[src/bipt_pkg.sv]
`default_nettype none

package bipt_pkg;

    // ******************************************************
    // Sizes
    // ******************************************************
    localparam int unsigned NLINES = 8;
    localparam int unsigned ADDR_W = 8;
    localparam int unsigned DATA_W = 32;
    localparam int unsigned IRQ_W  = 3;

    // ******************************************************
    // Register byte offsets
    // ******************************************************
    localparam logic [ADDR_W-1:0] ADDR_BIT_IO_DIRECTION_AND_LEVEL = 8'h00;
    localparam logic [ADDR_W-1:0] ADDR_BIT_IO_COMMAND_PATTERN     = 8'h04;
    localparam logic [ADDR_W-1:0] ADDR_AUXILIARY_FLAGS_AND_POWER  = 8'h08;
    localparam logic [ADDR_W-1:0] ADDR_IRQ_STATUS                 = 8'h0C;
    localparam logic [ADDR_W-1:0] ADDR_IRQ_CLEAR                  = 8'h10;
    localparam logic [ADDR_W-1:0] ADDR_IRQ_ENABLE                 = 8'h14;

    // ******************************************************
    // Field positions
    // ******************************************************
    localparam int unsigned LINE_DIRECTION_LSB = 8;
    localparam int unsigned LEVEL_LSB          = 0;
    localparam int unsigned SELECT_LSB         = 8;
    localparam int unsigned PATTERN_BITS_LSB   = 0;
    localparam int unsigned STANDBY_ENABLE_BIT = 15;
    localparam int unsigned RAM_LOW_PLACE_BIT  = 14;
    localparam int unsigned FLAG_ALL_TRUE      = 0;
    localparam int unsigned FLAG_ALL_FALSE     = 1;
    localparam int unsigned FLAG_SOME_TRUE     = 2;
    localparam int unsigned FLAG_SOME_FALSE    = 3;
    localparam int unsigned IRQ_EVAL_DONE      = 0;
    localparam int unsigned IRQ_ALL_TRUE       = 1;
    localparam int unsigned IRQ_SOME_FALSE     = 2;

    // ******************************************************
    // Reset values
    // ******************************************************
    localparam logic [NLINES-1:0] RST_LINE_DIRECTION = 8'h00;
    localparam logic [NLINES-1:0] RST_LINE_OUT       = 8'h00;
    localparam logic [15:0]       RST_COMMAND        = 16'h0000;
    localparam logic [3:0]        RST_FLAGS          = 4'h0;
    localparam logic [IRQ_W-1:0]  RST_IRQ            = 3'h0;

    // ******************************************************
    // Whole state of the unit
    // ******************************************************
    typedef struct packed {
        logic [NLINES-1:0] sync_a;
        logic [NLINES-1:0] sync_b;
        logic [NLINES-1:0] dir;
        logic [NLINES-1:0] outv;
        logic [15:0]       cmd;
        logic [3:0]        flags;
        logic              standby;
        logic              low_place;
        logic [IRQ_W-1:0]  ists;
        logic [IRQ_W-1:0]  ien;
        logic              irq;
        logic [DATA_W-1:0] rdata;
        logic              ready;
        logic              slverr;
    } bipt_state_s;

endpackage

`default_nettype wire

[src/bipt_line.sv]
`timescale 1ns/10ps
`default_nettype none

// One general-purpose line: command action and test result
module bipt_line (
    // Line setup
    input  wire logic dir_in,
    input  wire logic sel_in,
    input  wire logic pat_in,
    // Line state
    input  wire logic cur_in,
    input  wire logic level_in,
    // Results
    output logic      nxt_out,
    output logic      match_out,
    output logic      miss_out
);

    logic tested;

    // Output lines: clear, set, keep or toggle
    assign nxt_out = dir_in ? (sel_in ? (pat_in ? ~cur_in : cur_in) : pat_in)
                            : cur_in;

    // Input lines take part only when selected
    assign tested    = ~dir_in & sel_in;
    assign match_out = tested & (level_in == pat_in);
    assign miss_out  = tested & (level_in != pat_in);

endmodule // bipt_line

`default_nettype wire

[src/bipt_unit.sv]
//Behaviour
//Direction byte: one makes line output
//Level byte reads every line's present level
//Output, select zero: pattern clears or sets
//Output, select one: keep or toggle
//Input, select zero: line not tested
//Input, select one: compare level with pattern
//Flag 0: every tested line matches
//Flag 1: no tested line matches
//Flag 2: some tested line matches
//Flag 3: some tested line mismatches
//Standby bit 15, placement 14, 13-8 reserved
//Reset: all inputs; flags on command write
//
// The register offsets and the APB interface to the registers were decided locally.
`timescale 1ns/10ps
`default_nettype none

module bipt_unit (
    // Clock, reset, enable
    input  wire logic                          clk_in,
    input  wire logic                          sys_rst_in,
    input  wire logic                          ce_in,
    // APB slave
    input  wire logic                          apb_psel_in,
    input  wire logic                          apb_penable_in,
    input  wire logic                          apb_pwrite_in,
    input  wire logic [bipt_pkg::ADDR_W-1:0]   apb_paddr_in,
    input  wire logic [bipt_pkg::DATA_W-1:0]   apb_pwdata_in,
    output logic      [bipt_pkg::DATA_W-1:0]   apb_prdata_out,
    output logic                               apb_pready_out,
    output logic                               apb_pslverr_out,
    // General-purpose lines
    input  wire logic [bipt_pkg::NLINES-1:0]   user_line_in,
    output logic      [bipt_pkg::NLINES-1:0]   user_line_out,
    output logic      [bipt_pkg::NLINES-1:0]   user_line_oe_out,
    // Power and placement controls
    output logic                               standby_enable_out,
    output logic                               ram_low_placement_out,
    // Interrupt
    output logic                               irq_out
);
    import bipt_pkg::*;

    // ******************************************************
    // State and decode
    // ******************************************************
    bipt_state_s       st_r;
    bipt_state_s       st_nxt;
    logic              setup;
    logic              acc;
    logic              wr;
    logic              hit;
    logic [NLINES-1:0] line_nxt;
    logic [NLINES-1:0] match;
    logic [NLINES-1:0] miss;
    logic [3:0]        flags_new;
    logic [IRQ_W-1:0]  ev;
    logic [IRQ_W-1:0]  clr;

    // Setup phase is answered at once; access closes on the next edge
    assign setup = apb_psel_in & ~apb_penable_in & ~st_r.ready;
    assign acc   = apb_psel_in & apb_penable_in & st_r.ready;
    assign wr    = acc & apb_pwrite_in;

    // Address decode, unmapped offsets answer with an error
    always_comb begin
        unique case (apb_paddr_in)
            ADDR_BIT_IO_DIRECTION_AND_LEVEL,
            ADDR_BIT_IO_COMMAND_PATTERN,
            ADDR_AUXILIARY_FLAGS_AND_POWER,
            ADDR_IRQ_STATUS,
            ADDR_IRQ_CLEAR,
            ADDR_IRQ_ENABLE: hit = 1'b1;
            default:         hit = 1'b0;
        endcase
    end

    // ******************************************************
    // Per-line command evaluation
    // ******************************************************
    // Driven from the write data so the action lands with the write
    genvar gi;
    generate
        for (gi = 0; gi < NLINES; gi++) begin : g_line
            bipt_line u_line (
                .dir_in    (st_r.dir[gi]),
                .sel_in    (apb_pwdata_in[SELECT_LSB + gi]),
                .pat_in    (apb_pwdata_in[PATTERN_BITS_LSB + gi]),
                .cur_in    (st_r.outv[gi]),
                .level_in  (st_r.sync_b[gi]),
                .nxt_out   (line_nxt[gi]),
                .match_out (match[gi]),
                .miss_out  (miss[gi])
            );
        end
    endgenerate

    // Summary flags; with nothing tested both "all" flags read one
    always_comb begin
        flags_new                  = 4'h0;
        flags_new[FLAG_ALL_TRUE]   = ~|miss;
        flags_new[FLAG_ALL_FALSE]  = ~|match;
        flags_new[FLAG_SOME_TRUE]  = |match;
        flags_new[FLAG_SOME_FALSE] = |miss;
    end

    // ******************************************************
    // Next state
    // ******************************************************
    always_comb begin
        st_nxt        = st_r;
        ev            = RST_IRQ;
        clr           = RST_IRQ;
        // Two-stage synchroniser on the pins
        st_nxt.sync_a = user_line_in;
        st_nxt.sync_b = st_r.sync_a;
        st_nxt.ready  = 1'b0;
        st_nxt.slverr = 1'b0;

        // Read data is captured in setup and held through access
        if (setup) begin
            st_nxt.ready  = 1'b1;
            st_nxt.slverr = ~hit;
            st_nxt.rdata  = '0;
            unique case (apb_paddr_in)
                ADDR_BIT_IO_DIRECTION_AND_LEVEL: begin
                    st_nxt.rdata[LINE_DIRECTION_LSB +: NLINES] = st_r.dir;
                    st_nxt.rdata[LEVEL_LSB +: NLINES] = st_r.sync_b;
                end
                ADDR_BIT_IO_COMMAND_PATTERN: begin
                    st_nxt.rdata[15:0] = st_r.cmd;
                end
                ADDR_AUXILIARY_FLAGS_AND_POWER: begin
                    // Bits 13-8 reserved, BMU flags absent: read zero
                    st_nxt.rdata[STANDBY_ENABLE_BIT] = st_r.standby;
                    st_nxt.rdata[RAM_LOW_PLACE_BIT]  = st_r.low_place;
                    st_nxt.rdata[3:0]                = st_r.flags;
                end
                ADDR_IRQ_STATUS: begin
                    st_nxt.rdata[IRQ_W-1:0] = st_r.ists;
                end
                ADDR_IRQ_ENABLE: begin
                    st_nxt.rdata[IRQ_W-1:0] = st_r.ien;
                end
                default: begin
                    st_nxt.rdata = '0;
                end
            endcase
        end

        // Writes take effect only on the closing access edge
        if (wr) begin
            unique case (apb_paddr_in)
                ADDR_BIT_IO_DIRECTION_AND_LEVEL: begin
                    // Level byte is read-only; writes there are dropped
                    st_nxt.dir = apb_pwdata_in[LINE_DIRECTION_LSB +: NLINES];
                end
                ADDR_BIT_IO_COMMAND_PATTERN: begin
                    st_nxt.cmd   = apb_pwdata_in[15:0];
                    st_nxt.outv  = line_nxt;
                    st_nxt.flags = flags_new;
                    ev[IRQ_EVAL_DONE]  = 1'b1;
                    ev[IRQ_ALL_TRUE]   = flags_new[FLAG_ALL_TRUE];
                    ev[IRQ_SOME_FALSE] = flags_new[FLAG_SOME_FALSE];
                end
                ADDR_AUXILIARY_FLAGS_AND_POWER: begin
                    // Test flags are owned by hardware, only the top bits store
                    st_nxt.standby   = apb_pwdata_in[STANDBY_ENABLE_BIT];
                    st_nxt.low_place = apb_pwdata_in[RAM_LOW_PLACE_BIT];
                end
                ADDR_IRQ_CLEAR: begin
                    clr = apb_pwdata_in[IRQ_W-1:0];
                end
                ADDR_IRQ_ENABLE: begin
                    st_nxt.ien = apb_pwdata_in[IRQ_W-1:0];
                end
                default: begin
                end
            endcase
        end

        // Sticky status; a new event beats a clear in the same cycle
        st_nxt.ists = (st_r.ists & ~clr) | ev;
        st_nxt.irq  = |(st_nxt.ists & st_nxt.ien);
    end

    // ******************************************************
    // State register
    // ******************************************************
    // Clock enable freezes everything, the synchroniser included
    always_ff @(posedge clk_in) begin
        if (sys_rst_in) begin
            st_r           <= '0;
            st_r.dir       <= RST_LINE_DIRECTION;
            st_r.outv      <= RST_LINE_OUT;
            st_r.cmd       <= RST_COMMAND;
            st_r.flags     <= RST_FLAGS;
            st_r.ists      <= RST_IRQ;
            st_r.ien       <= RST_IRQ;
        end else if (ce_in) begin
            st_r <= st_nxt;
        end
    end

    // Outputs straight from the state flops
    assign apb_prdata_out        = st_r.rdata;
    assign apb_pready_out        = st_r.ready;
    assign apb_pslverr_out       = st_r.slverr;
    assign user_line_out         = st_r.outv;
    assign user_line_oe_out      = st_r.dir;
    assign standby_enable_out    = st_r.standby;
    assign ram_low_placement_out = st_r.low_place;
    assign irq_out               = st_r.irq;

    // ******************************************************
    // Checks
    // ******************************************************
    logic wr_dir;
    logic wr_cmd;
    logic rd_lvl;
    logic rd_aux;
    logic [NLINES-1:0] out_sel0;
    logic [NLINES-1:0] out_tgl;
    logic wr_clr;
    logic wr_sts;
    logic bad_setup;

    assign wr_dir   = ce_in & wr & (apb_paddr_in == ADDR_BIT_IO_DIRECTION_AND_LEVEL);
    assign wr_cmd   = ce_in & wr & (apb_paddr_in == ADDR_BIT_IO_COMMAND_PATTERN);
    assign rd_lvl   = ce_in & setup & ~apb_pwrite_in
                    & (apb_paddr_in == ADDR_BIT_IO_DIRECTION_AND_LEVEL);
    assign rd_aux   = ce_in & setup & ~apb_pwrite_in
                    & (apb_paddr_in == ADDR_AUXILIARY_FLAGS_AND_POWER);
    assign out_sel0 = st_r.dir & ~apb_pwdata_in[SELECT_LSB +: NLINES];
    assign out_tgl  = st_r.dir & apb_pwdata_in[SELECT_LSB +: NLINES]
                    & apb_pwdata_in[PATTERN_BITS_LSB +: NLINES];

    // Interrupt register writes and refused setups, for the bus checks
    assign wr_clr    = ce_in & wr & (apb_paddr_in == ADDR_IRQ_CLEAR);
    assign wr_sts    = ce_in & wr & (apb_paddr_in == ADDR_IRQ_STATUS);
    assign bad_setup = ce_in & setup & ~hit;

    AST_DIR_DRIVES: assert property (@(posedge clk_in) disable iff (sys_rst_in)
        wr_dir |=> user_line_oe_out == $past(apb_pwdata_in[15:8]))
        else $error("direction write not on enables");

    AST_LEVEL_READ: assert property (@(posedge clk_in) disable iff (sys_rst_in)
        rd_lvl |=> apb_pready_out && apb_prdata_out[7:0] == $past(st_r.sync_b))
        else $error("level byte does not show the lines");

    AST_SET_CLEAR: assert property (@(posedge clk_in) disable iff (sys_rst_in)
        wr_cmd |=> ((user_line_out ^ $past(apb_pwdata_in[7:0])) & $past(out_sel0)) == 8'h00)
        else $error("clear or set not applied");

    AST_TOGGLE: assert property (@(posedge clk_in) disable iff (sys_rst_in)
        wr_cmd |=> ((user_line_out ^ ~$past(user_line_out)) & $past(out_tgl)) == 8'h00)
        else $error("toggle not applied");

    AST_NO_TEST: assert property (@(posedge clk_in) disable iff (sys_rst_in)
        ((match | miss) & (st_r.dir | ~apb_pwdata_in[15:8])) == 8'h00)
        else $error("untested line took part");

    AST_COMPARE: assert property (@(posedge clk_in) disable iff (sys_rst_in)
        (match & (st_r.sync_b ^ apb_pwdata_in[7:0])) == 8'h00
        && (miss & ~(st_r.sync_b ^ apb_pwdata_in[7:0])) == 8'h00)
        else $error("level compare wrong");

    AST_ALL_TRUE: assert property (@(posedge clk_in) disable iff (sys_rst_in)
        wr_cmd |=> st_r.flags[0] == ($past(miss) == 8'h00))
        else $error("all-true flag wrong");

    AST_ALL_FALSE: assert property (@(posedge clk_in) disable iff (sys_rst_in)
        wr_cmd |=> st_r.flags[1] == ($past(match) == 8'h00))
        else $error("all-false flag wrong");

    AST_SOME_TRUE: assert property (@(posedge clk_in) disable iff (sys_rst_in)
        wr_cmd |=> st_r.flags[2] == ($past(match) != 8'h00))
        else $error("some-true flag wrong");

    AST_SOME_FALSE: assert property (@(posedge clk_in) disable iff (sys_rst_in)
        wr_cmd |=> st_r.flags[3] == ($past(miss) != 8'h00))
        else $error("some-false flag wrong");

    AST_AUX_LAYOUT: assert property (@(posedge clk_in) disable iff (sys_rst_in)
        rd_aux |=> apb_prdata_out[13:4] == 10'h000
        && apb_prdata_out[15] == standby_enable_out
        && apb_prdata_out[14] == ram_low_placement_out)
        else $error("auxiliary flag layout wrong");

    AST_RESET_INPUTS: assert property (@(posedge clk_in)
        sys_rst_in |=> user_line_oe_out == 8'h00 && irq_out == 1'b0)
        else $error("lines not inputs after reset");

    AST_FLAGS_HOLD: assert property (@(posedge clk_in) disable iff (sys_rst_in)
        !wr_cmd |=> st_r.flags == $past(st_r.flags))
        else $error("flags moved without a command");

    AST_IRQ_STICKY: assert property (@(posedge clk_in) disable iff (sys_rst_in)
        (wr_cmd ##1 ce_in) |=> st_r.ists[IRQ_EVAL_DONE])
        else $error("evaluation event lost");

    AST_PREADY_ONE: assert property (@(posedge clk_in) disable iff (sys_rst_in)
        apb_pready_out && ce_in |=> !apb_pready_out)
        else $error("pready held over two cycles");

    AST_DIR_HOLD: assert property (@(posedge clk_in) disable iff (sys_rst_in)
        !wr_dir |=> user_line_oe_out == $past(user_line_oe_out))
        else $error("direction moved without a write");

    // Input lines keep their stored value, ready for a turn to output
    AST_INPUT_KEEP: assert property (@(posedge clk_in) disable iff (sys_rst_in)
        wr_cmd |=> ((user_line_out ^ $past(user_line_out)) & ~$past(st_r.dir)) == 8'h00)
        else $error("input line value changed by a command");

    AST_DIR_KEEPS_OUT: assert property (@(posedge clk_in) disable iff (sys_rst_in)
        wr_dir |=> user_line_out == $past(user_line_out))
        else $error("direction write moved output values");

    // Zero wait states: every taken setup is answered on the next edge
    AST_SETUP_ANSWER: assert property (@(posedge clk_in) disable iff (sys_rst_in)
        setup && ce_in |=> apb_pready_out)
        else $error("setup not answered");

    AST_UNMAPPED: assert property (@(posedge clk_in) disable iff (sys_rst_in)
        bad_setup |=> apb_pslverr_out && apb_prdata_out == 32'h0000_0000)
        else $error("unmapped access not refused");

    AST_STATUS_RO: assert property (@(posedge clk_in) disable iff (sys_rst_in)
        wr_sts |=> st_r.ists == $past(st_r.ists))
        else $error("status register took a write");

    AST_IRQ_CLEAR: assert property (@(posedge clk_in) disable iff (sys_rst_in)
        wr_clr |=> (st_r.ists & $past(apb_pwdata_in[IRQ_W-1:0])) == '0)
        else $error("status bit not cleared");

    AST_IRQ_LEVEL: assert property (@(posedge clk_in) disable iff (sys_rst_in)
        irq_out == |(st_r.ists & st_r.ien))
        else $error("interrupt level wrong");

    // A low enable freezes every flop, so a stalled bus resumes intact
    AST_CE_FREEZE: assert property (@(posedge clk_in) disable iff (sys_rst_in)
        !ce_in |=> st_r == $past(st_r))
        else $error("state moved with enable low");

endmodule // bipt_unit

`default_nettype wire

[config.mk]
export PLATFORM = sky130hd
export DESIGN_NAME = bipt_unit
export DESIGN_NICKNAME = d
export VERILOG_FILES = /design/src/bipt_pkg.sv /design/src/bipt_line.sv /design/src/bipt_unit.sv
export SDC_FILE = /design/constraint.sdc
export NUM_CORES = 1
export LEC_CHECK = 0
export CAP_MARGIN = 20
export CORE_ASPECT_RATIO = 2
export CORE_UTILIZATION = 50
export DETAILED_ROUTE_END_ITERATION = 8
export DONT_BUFFER_PORTS = 1
export PLACE_DENSITY = 0.63
export SLEW_MARGIN = 20
export SYNTH_ARGS = -nofsm -noshare
export SYNTH_HDL_FRONTEND = slang
export SYNTH_HIERARCHICAL = 1
export SYNTH_SLANG_ARGS = --single-unit
[constraint.sdc]
create_clock -name clk_in -period 2.5 [get_ports clk_in]
set_input_delay 0 -clock clk_in [delete_from_list [all_inputs] [get_ports clk_in]]
set_output_delay 0 -clock clk_in [all_outputs]
set_load 0.02 [all_outputs]
==> flow_summary.ini, run 1 <==
[finish]
nFillCells = 746
area_growth_pct = 10.0
fin_area_sq_um = 4530
stdcell_count = 579
finalNetCount = 533
drive_above_1_share_pct = 7.66
antennaDiodeCount = 0

[synth]
synth.top_cell.area_share_pct = 38.4
synth-xor-area-share_pct = 1.70
synth_cell_types = 49
ys_warn_count = 6
synthArstFlopShare_pct = 0
synth.avg_cell_area_sq_um = 8.53
synth_seq_cells = 79
synthMuxAreaShare_pct = 7.90
synth_common_cells = 79 x dfxtp_1, 69 x nand2_1, 57 x nor2_1
yosys.area.top_type = dfxtp_1
synth_enable_flop_cells = 0
syn_inst = 483
netlist_area_sq_um = 4120
synthAdderAreaFrac_pct = 0
synth_area_leaders = dfxtp_1 38%, buf_4 9.3%, mux2i_1 7.5%
synth_compound_area_share_pct = 14.1
synthSimpleGateAreaFrac_pct = 25.3
yosysSeqAreaShare_pct = 38.4
synth_most_common_cell = dfxtp_1
ys.flop_type = dfxtp_1
synth_top_family_by_area = simple AND/OR/NAND/NOR gates

[floorplanning]
start_util_pct = 51.8
die-area_sq_um = 8620
coreArea_sq_um = 7940
die_y_microns = 130
rows = 46
die_w_microns = 66.2
num_io_pins = 107

[sta]
fin_crit_sh_pct = 94.9
report.final.slew_viol_count = 0
clock.fmax_mhz = 422
period_needed_ps = 2370
hold_slack_ps = -1.62
finClkSkew_ps = 6.35
tightestPinTransition_ps = 651
rsz0062_at_grt = false
setup-tns-final_ps = 0
hold_viol = 1
maxSlewHeadroom_pct = 56.2
setup_viol = 0

[clock_tree]
cts.htree.levels = 3
cts_setup_buffers = 0
cts_root_buf = clkbuf_16
cts_buffers = 9
cts_tree = yes
clockBufferDepth = 2
clk_pin_slew_ps = 60
clk_latency_ps = 340
clock-sinks = 79

[placed_design]
hpwl_microns = 6950
place_congestion = 0.817
placed_cell_area_sq_um = 3870
portBuffers = 0
placed_cells = 531

[setup_path]
crit_path_end_kind = register
path_max_fanout = 8
critical_path_arrival_ps = 2650
worstSetupPathType = register to register
critPathLaunchType = register
crit_required_ps = 2780

[power_and_ir_drop]
powerDensity_nw_per_um2 = 627
vdd_drop_max_mv = 0.597
power.leakage_uw = 0.00179

[job]
max-cap-violations = 0

[detailed_routing]
wirelength_microns = 10500
first_pass_iters = 5
vias = 3357
drc_errors = 0
vias_per_cell = 5.80
ant_nets = 0
drt_iter0_drc = 232
post_drt_wl_per_cell_microns = 18.2

[global_routing]
antenna_found_initial = 0
grt_overflow = 0
grt_pass1_vias = 3310
grt_util_all_layers_pct = 26.0
grt_max_degree = 80
grt_pass1_wl_microns = 16500

[min_path]
hp-class = primary input to register

[outcome]
violations = hold timing
status = finished with violations
report_power, final:
| part | switching [uW] | internal, uW |
|---|---|---|
| clock network | 491 | 820 |
| registers | 33.0 | 1280 |
| logic | 119 | 92.9 |
| total | 642 | 2200 |
metrics by stage:
step	total power, uW	setup WS, ps	hold WS, ps	utilization [%]
2_1_floorplan	1510	470	136	-
3_3_place_gp	1470	518	74.3	48.7
3_5_place_dp	1480	465	74.5	48.7
4_1_cts	2860	42.0	0.566	57.0
5_1_grt	2940	39.8	23.2	57.0
6_report	2840	128	-1.62	57.0
per-layer routing:
layer / track usage [%] / routed length (microns)
met1: 27.0 / 3810
met2: 47.7 / 5860
met3: 6.73 / 600
met4: 11.0 / 259
met5: 0 / 0
cell families after synthesis:
kind of cell | count (synthesis)
compound gates | 81
xor+xnor | 8
buf+inv | 77
flops | 79
mux | 32
other cells | 1
simple gates | 205
flip-flops by register name, summed over array words and instances, names as in the netlist, 8 cells and up:
signal,flops
st_r,34
apb_prdata_out,16
st_nxt,8
user_line_oe_out,8
user_line_out,8
worst paths after layout:
| kind | slack, ps | start | cells after the start | endpoint |
|---|---|---|---|---|
| min | -2 | apb_pwdata_in[2] | 3 | user_line_out[2]$_SDFFE_PP0P_ |
| min reg2reg | 460 | st_r[53]$_SDFFE_PP0P_ | 2 | st_r[53]$_SDFFE_PP0P_ |
| max reg2reg | 130 | apb_pready_out$_SDFFE_PP0P_ | 6 | st_r[37]$_SDFFE_PP0P_ |
| max | 130 | apb_pready_out$_SDFFE_PP0P_ | 6 | st_r[37]$_SDFFE_PP0P_ |
placed cells by master (no fill, tap or decap), types with 2 or more instances in the layout:
cell           Yosys  final
dfxtp_1           79     79
nand2_1           69     69
nor2_1            57     57
a21oi_1           39     39
mux2i_1           31     31
dlygate4sd3_1      0     31
conb_1             1     16
nor2b_1           16     16
nand2b_1          11     11
a221oi_1          11     11
nor3_1            11     11
buf_4             51     11
and3b_1            9      9
clkbuf_16          0      9
nand3_1            8      8
a311o_1            8      8
xor2_1             8      8
nor4_1             5      5
nor4b_4            3      3
and3_1             4      3
nand4_1            3      3
inv_1              3      3
o21ai_0            3      3
a222oi_1           3      3
and2_1             2      2
a32oi_1            2      2
a311oi_1           2      2
a31oi_1            2      2
clkbuf_8           0      2
what timing repair did:
item	4_1_cts	5_1_grt
hold buffers	33	0
setup endpoints to repair	0	1
hold endpoints to repair	79	0
gates resized for setup	0	1
critical path, stage by stage (launching register included):
cell and delay (ps):
dfxtp_1 410, and4_1 250, and3_2 310, nand3_1 90
dlygate4sd3_1 560, a21oi_1 130, dlygate4sd3_1 560
layout make-up:
class	instances	area (sq um)	share of cell area, %
multi-input cells	342	2080	45.9
clock inverters	3	42.5	0.939
clock buffers	12	256	5.66
well taps	96	120	2.65
inverters	3	11.3	0.249
repair buffers	44	440	9.72
flip-flops and latches	79	1580	34.9
No activity file was read; power rests on OpenSTA's default activity.
==> inputs of run 2 (changes only) <==
Settings changed: CTS_BUF_LIST set to sky130_fd_sc_hd__clkbuf_4 sky130_fd_sc_hd__clkbuf_8.
==> run 2 against run 1 <==
  * The flow now finishes without violations
  * First-iteration DRC count up 7.8%
  * Hold slack better by 2.7 ps
  * Critical path depth unchanged
  * Sequential power about the same
  * Clock-buffer cell count unchanged
  * Global-route usage up 0.20 points
  * Core utilization down 1.1 points
  * Largest cell class unchanged
  * Highest routed layer unchanged
  * Wire length up 0.92%
  * Via count down 0.92%
  * Cell area down 1.9%
  * Non-clock buffer count up 1
==> flow_summary.ini, run 2 (synthesized netlist as in run 1, its figures left out) <==
[setup_path]
crit_required_ps = 2800
worstSetupPathType = register to register
slowest_delay_ps = 570
cp_slowest_cell = dlygate4sd3_1
path_max_fanout = 8
critPathLaunchType = register
timing.critical_path.mode_cell = dlygate4sd3_1
crit_path_end_kind = register
path_cells = and4_1 > and3_2 > nand3_1 > dlygate4sd3_1 > a21oi_1 > dlygate4sd3_1
critical_path_arrival_ps = 2700

[power_and_ir_drop]
vdd_drop_max_mv = 0.460
p_clk_share_pct = 38.8
switching_power_uw = 601
pwr-share-seq_pct = 52.7
power.leakage_uw = 0.00175
powerDensity_nw_per_um2 = 562
p_sw_share_pct = 24.1
p_int_uw = 1900
comb_power_share_pct = 8.5

[finish]
largest_reg_flops = 34
top_register = st_r
nFillCells = 763
finalNetCount = 534
fin_area_sq_um = 4440
final_common_cell = dfxtp_1
drive_above_1_share_pct = 7.85
final_util_pct = 55.9
area_growth_pct = 7.87
antennaDiodeCount = 0
final_cell_mix = 79 x dfxtp_1, 69 x nand2_1, 57 x nor2_1, 39 x a21oi_1, 32 x dlygate4sd3_1

[floorplanning]
die_w_microns = 66.2
rows = 46
die-area_sq_um = 8620
start_util_pct = 51.8
coreArea_sq_um = 7940
num_io_pins = 107
die_y_microns = 130

[sta]
tightestPinTransition_ps = 662
rsz0062_at_grt = false
clock.fmax_mhz = 417
maxSlewHeadroom_pct = 55.5
period_needed_ps = 2400
setup_viol = 0
fin_crit_sh_pct = 95.9
hold_slack_ps = 1.12
finClkSkew_ps = 9.49
hold_viol = 0
setup-tns-final_ps = 0
worst_slack_ps = 102
report.final.slew_viol_count = 0

[clock_tree]
cts.htree.levels = 3
cts_tree = yes
clk_pin_slew_ps = 80
cts_root_buf = clkbuf_8
clock-sinks = 79
cts_setup_buffers = 0
clk_latency_ps = 360
cts_buffers = 9
clockBufferDepth = 2

[global_routing]
grt_pass1_vias = 3326
grt_max_degree = 80
grt_overflow = 0
grt_util_all_layers_pct = 26.2
antenna_found_initial = 0
grt_pass1_wl_microns = 16700

[placed_design]
placed_cell_area_sq_um = 3870
place_congestion = 0.817
hpwl_microns = 6950
portBuffers = 0
place_ws_ps = 465

[detailed_routing]
wirelength_microns = 10600
ant_nets = 0
drt_iter0_drc = 250
first_pass_iters = 4
vias_per_cell = 5.73
drc_errors = 0
post_drt_wl_per_cell_microns = 18.3
vias = 3326

[min_path]
hp-class = primary input to register

[job]
max-cap-violations = 0

[outcome]
status = completed
[run 2: routing by layer]
layer	wire length [microns]	track usage (%)	vias up
met5	0	0	-
met4	227	9.51	0
met3	603	6.29	16
met2	5930	49.2	99
met1	3860	27.2	1592
li1	-	-	1619
[run 2: final timing paths]
check	end	start	cells past startpoint	slack, ps
worst max-delay path	st_r[37]$_SDFFE_PP0P_	apb_pready_out$_SDFFE_PP0P_	6	100
worst min-delay path	ram_low_placement_out$_SDFFE_PP0P_	sys_rst_in	2	1
worst max register to register	st_r[37]$_SDFFE_PP0P_	apb_pready_out$_SDFFE_PP0P_	6	100
worst min register to register	st_r[60]$_SDFFE_PP0P_	st_r[60]$_SDFFE_PP0P_	2	460
[run 2: cell type report]
cell class	instances	area, sq um	share of cell area, %
inverters	3	11.3	0.254
clock inverters	3	42.5	0.958
clock buffers	12	159	3.58
flip-flops and latches	79	1580	35.6
repair buffers	45	450	10.1
well taps	96	120	2.70
multi-input cells	342	2080	46.8
[run 2: worst max-delay path: cells and delay by family (launching register included)]
family	cells	cell delay, ps
flops	1	430
simple gates	3	650
buf+inv	2	1130
compound gates	1	130
[run 2: repair_timing]
item                                   in CTS  in global routing
endpoints found under the hold margin      79                  0
setup endpoints to repair                   0                  2
resized for setup                           0                  1
hold buffers                               34                  0
[run 2: metrics by stage]
| stage | total power, uW | cells |
|---|---|---|
| floorplan | 1510 | 498 |
| global placement | 1470 | 531 |
| detailed placement | 1480 | 531 |
| CTS | 2520 | 580 |
| global route | 2590 | 580 |
| finish | 2500 | 580 |
[run 2: power by group through the flow]
stage / sequential, uW / clock, uW / combinational, uW
finish: 1320 / 968 / 213
floorplan: 1320 / 0 / 183
detailed placement: 1350 / 0 / 131
global route: 1320 / 1040 / 234
global placement: 1340 / 0 / 129
CTS: 1320 / 988 / 212
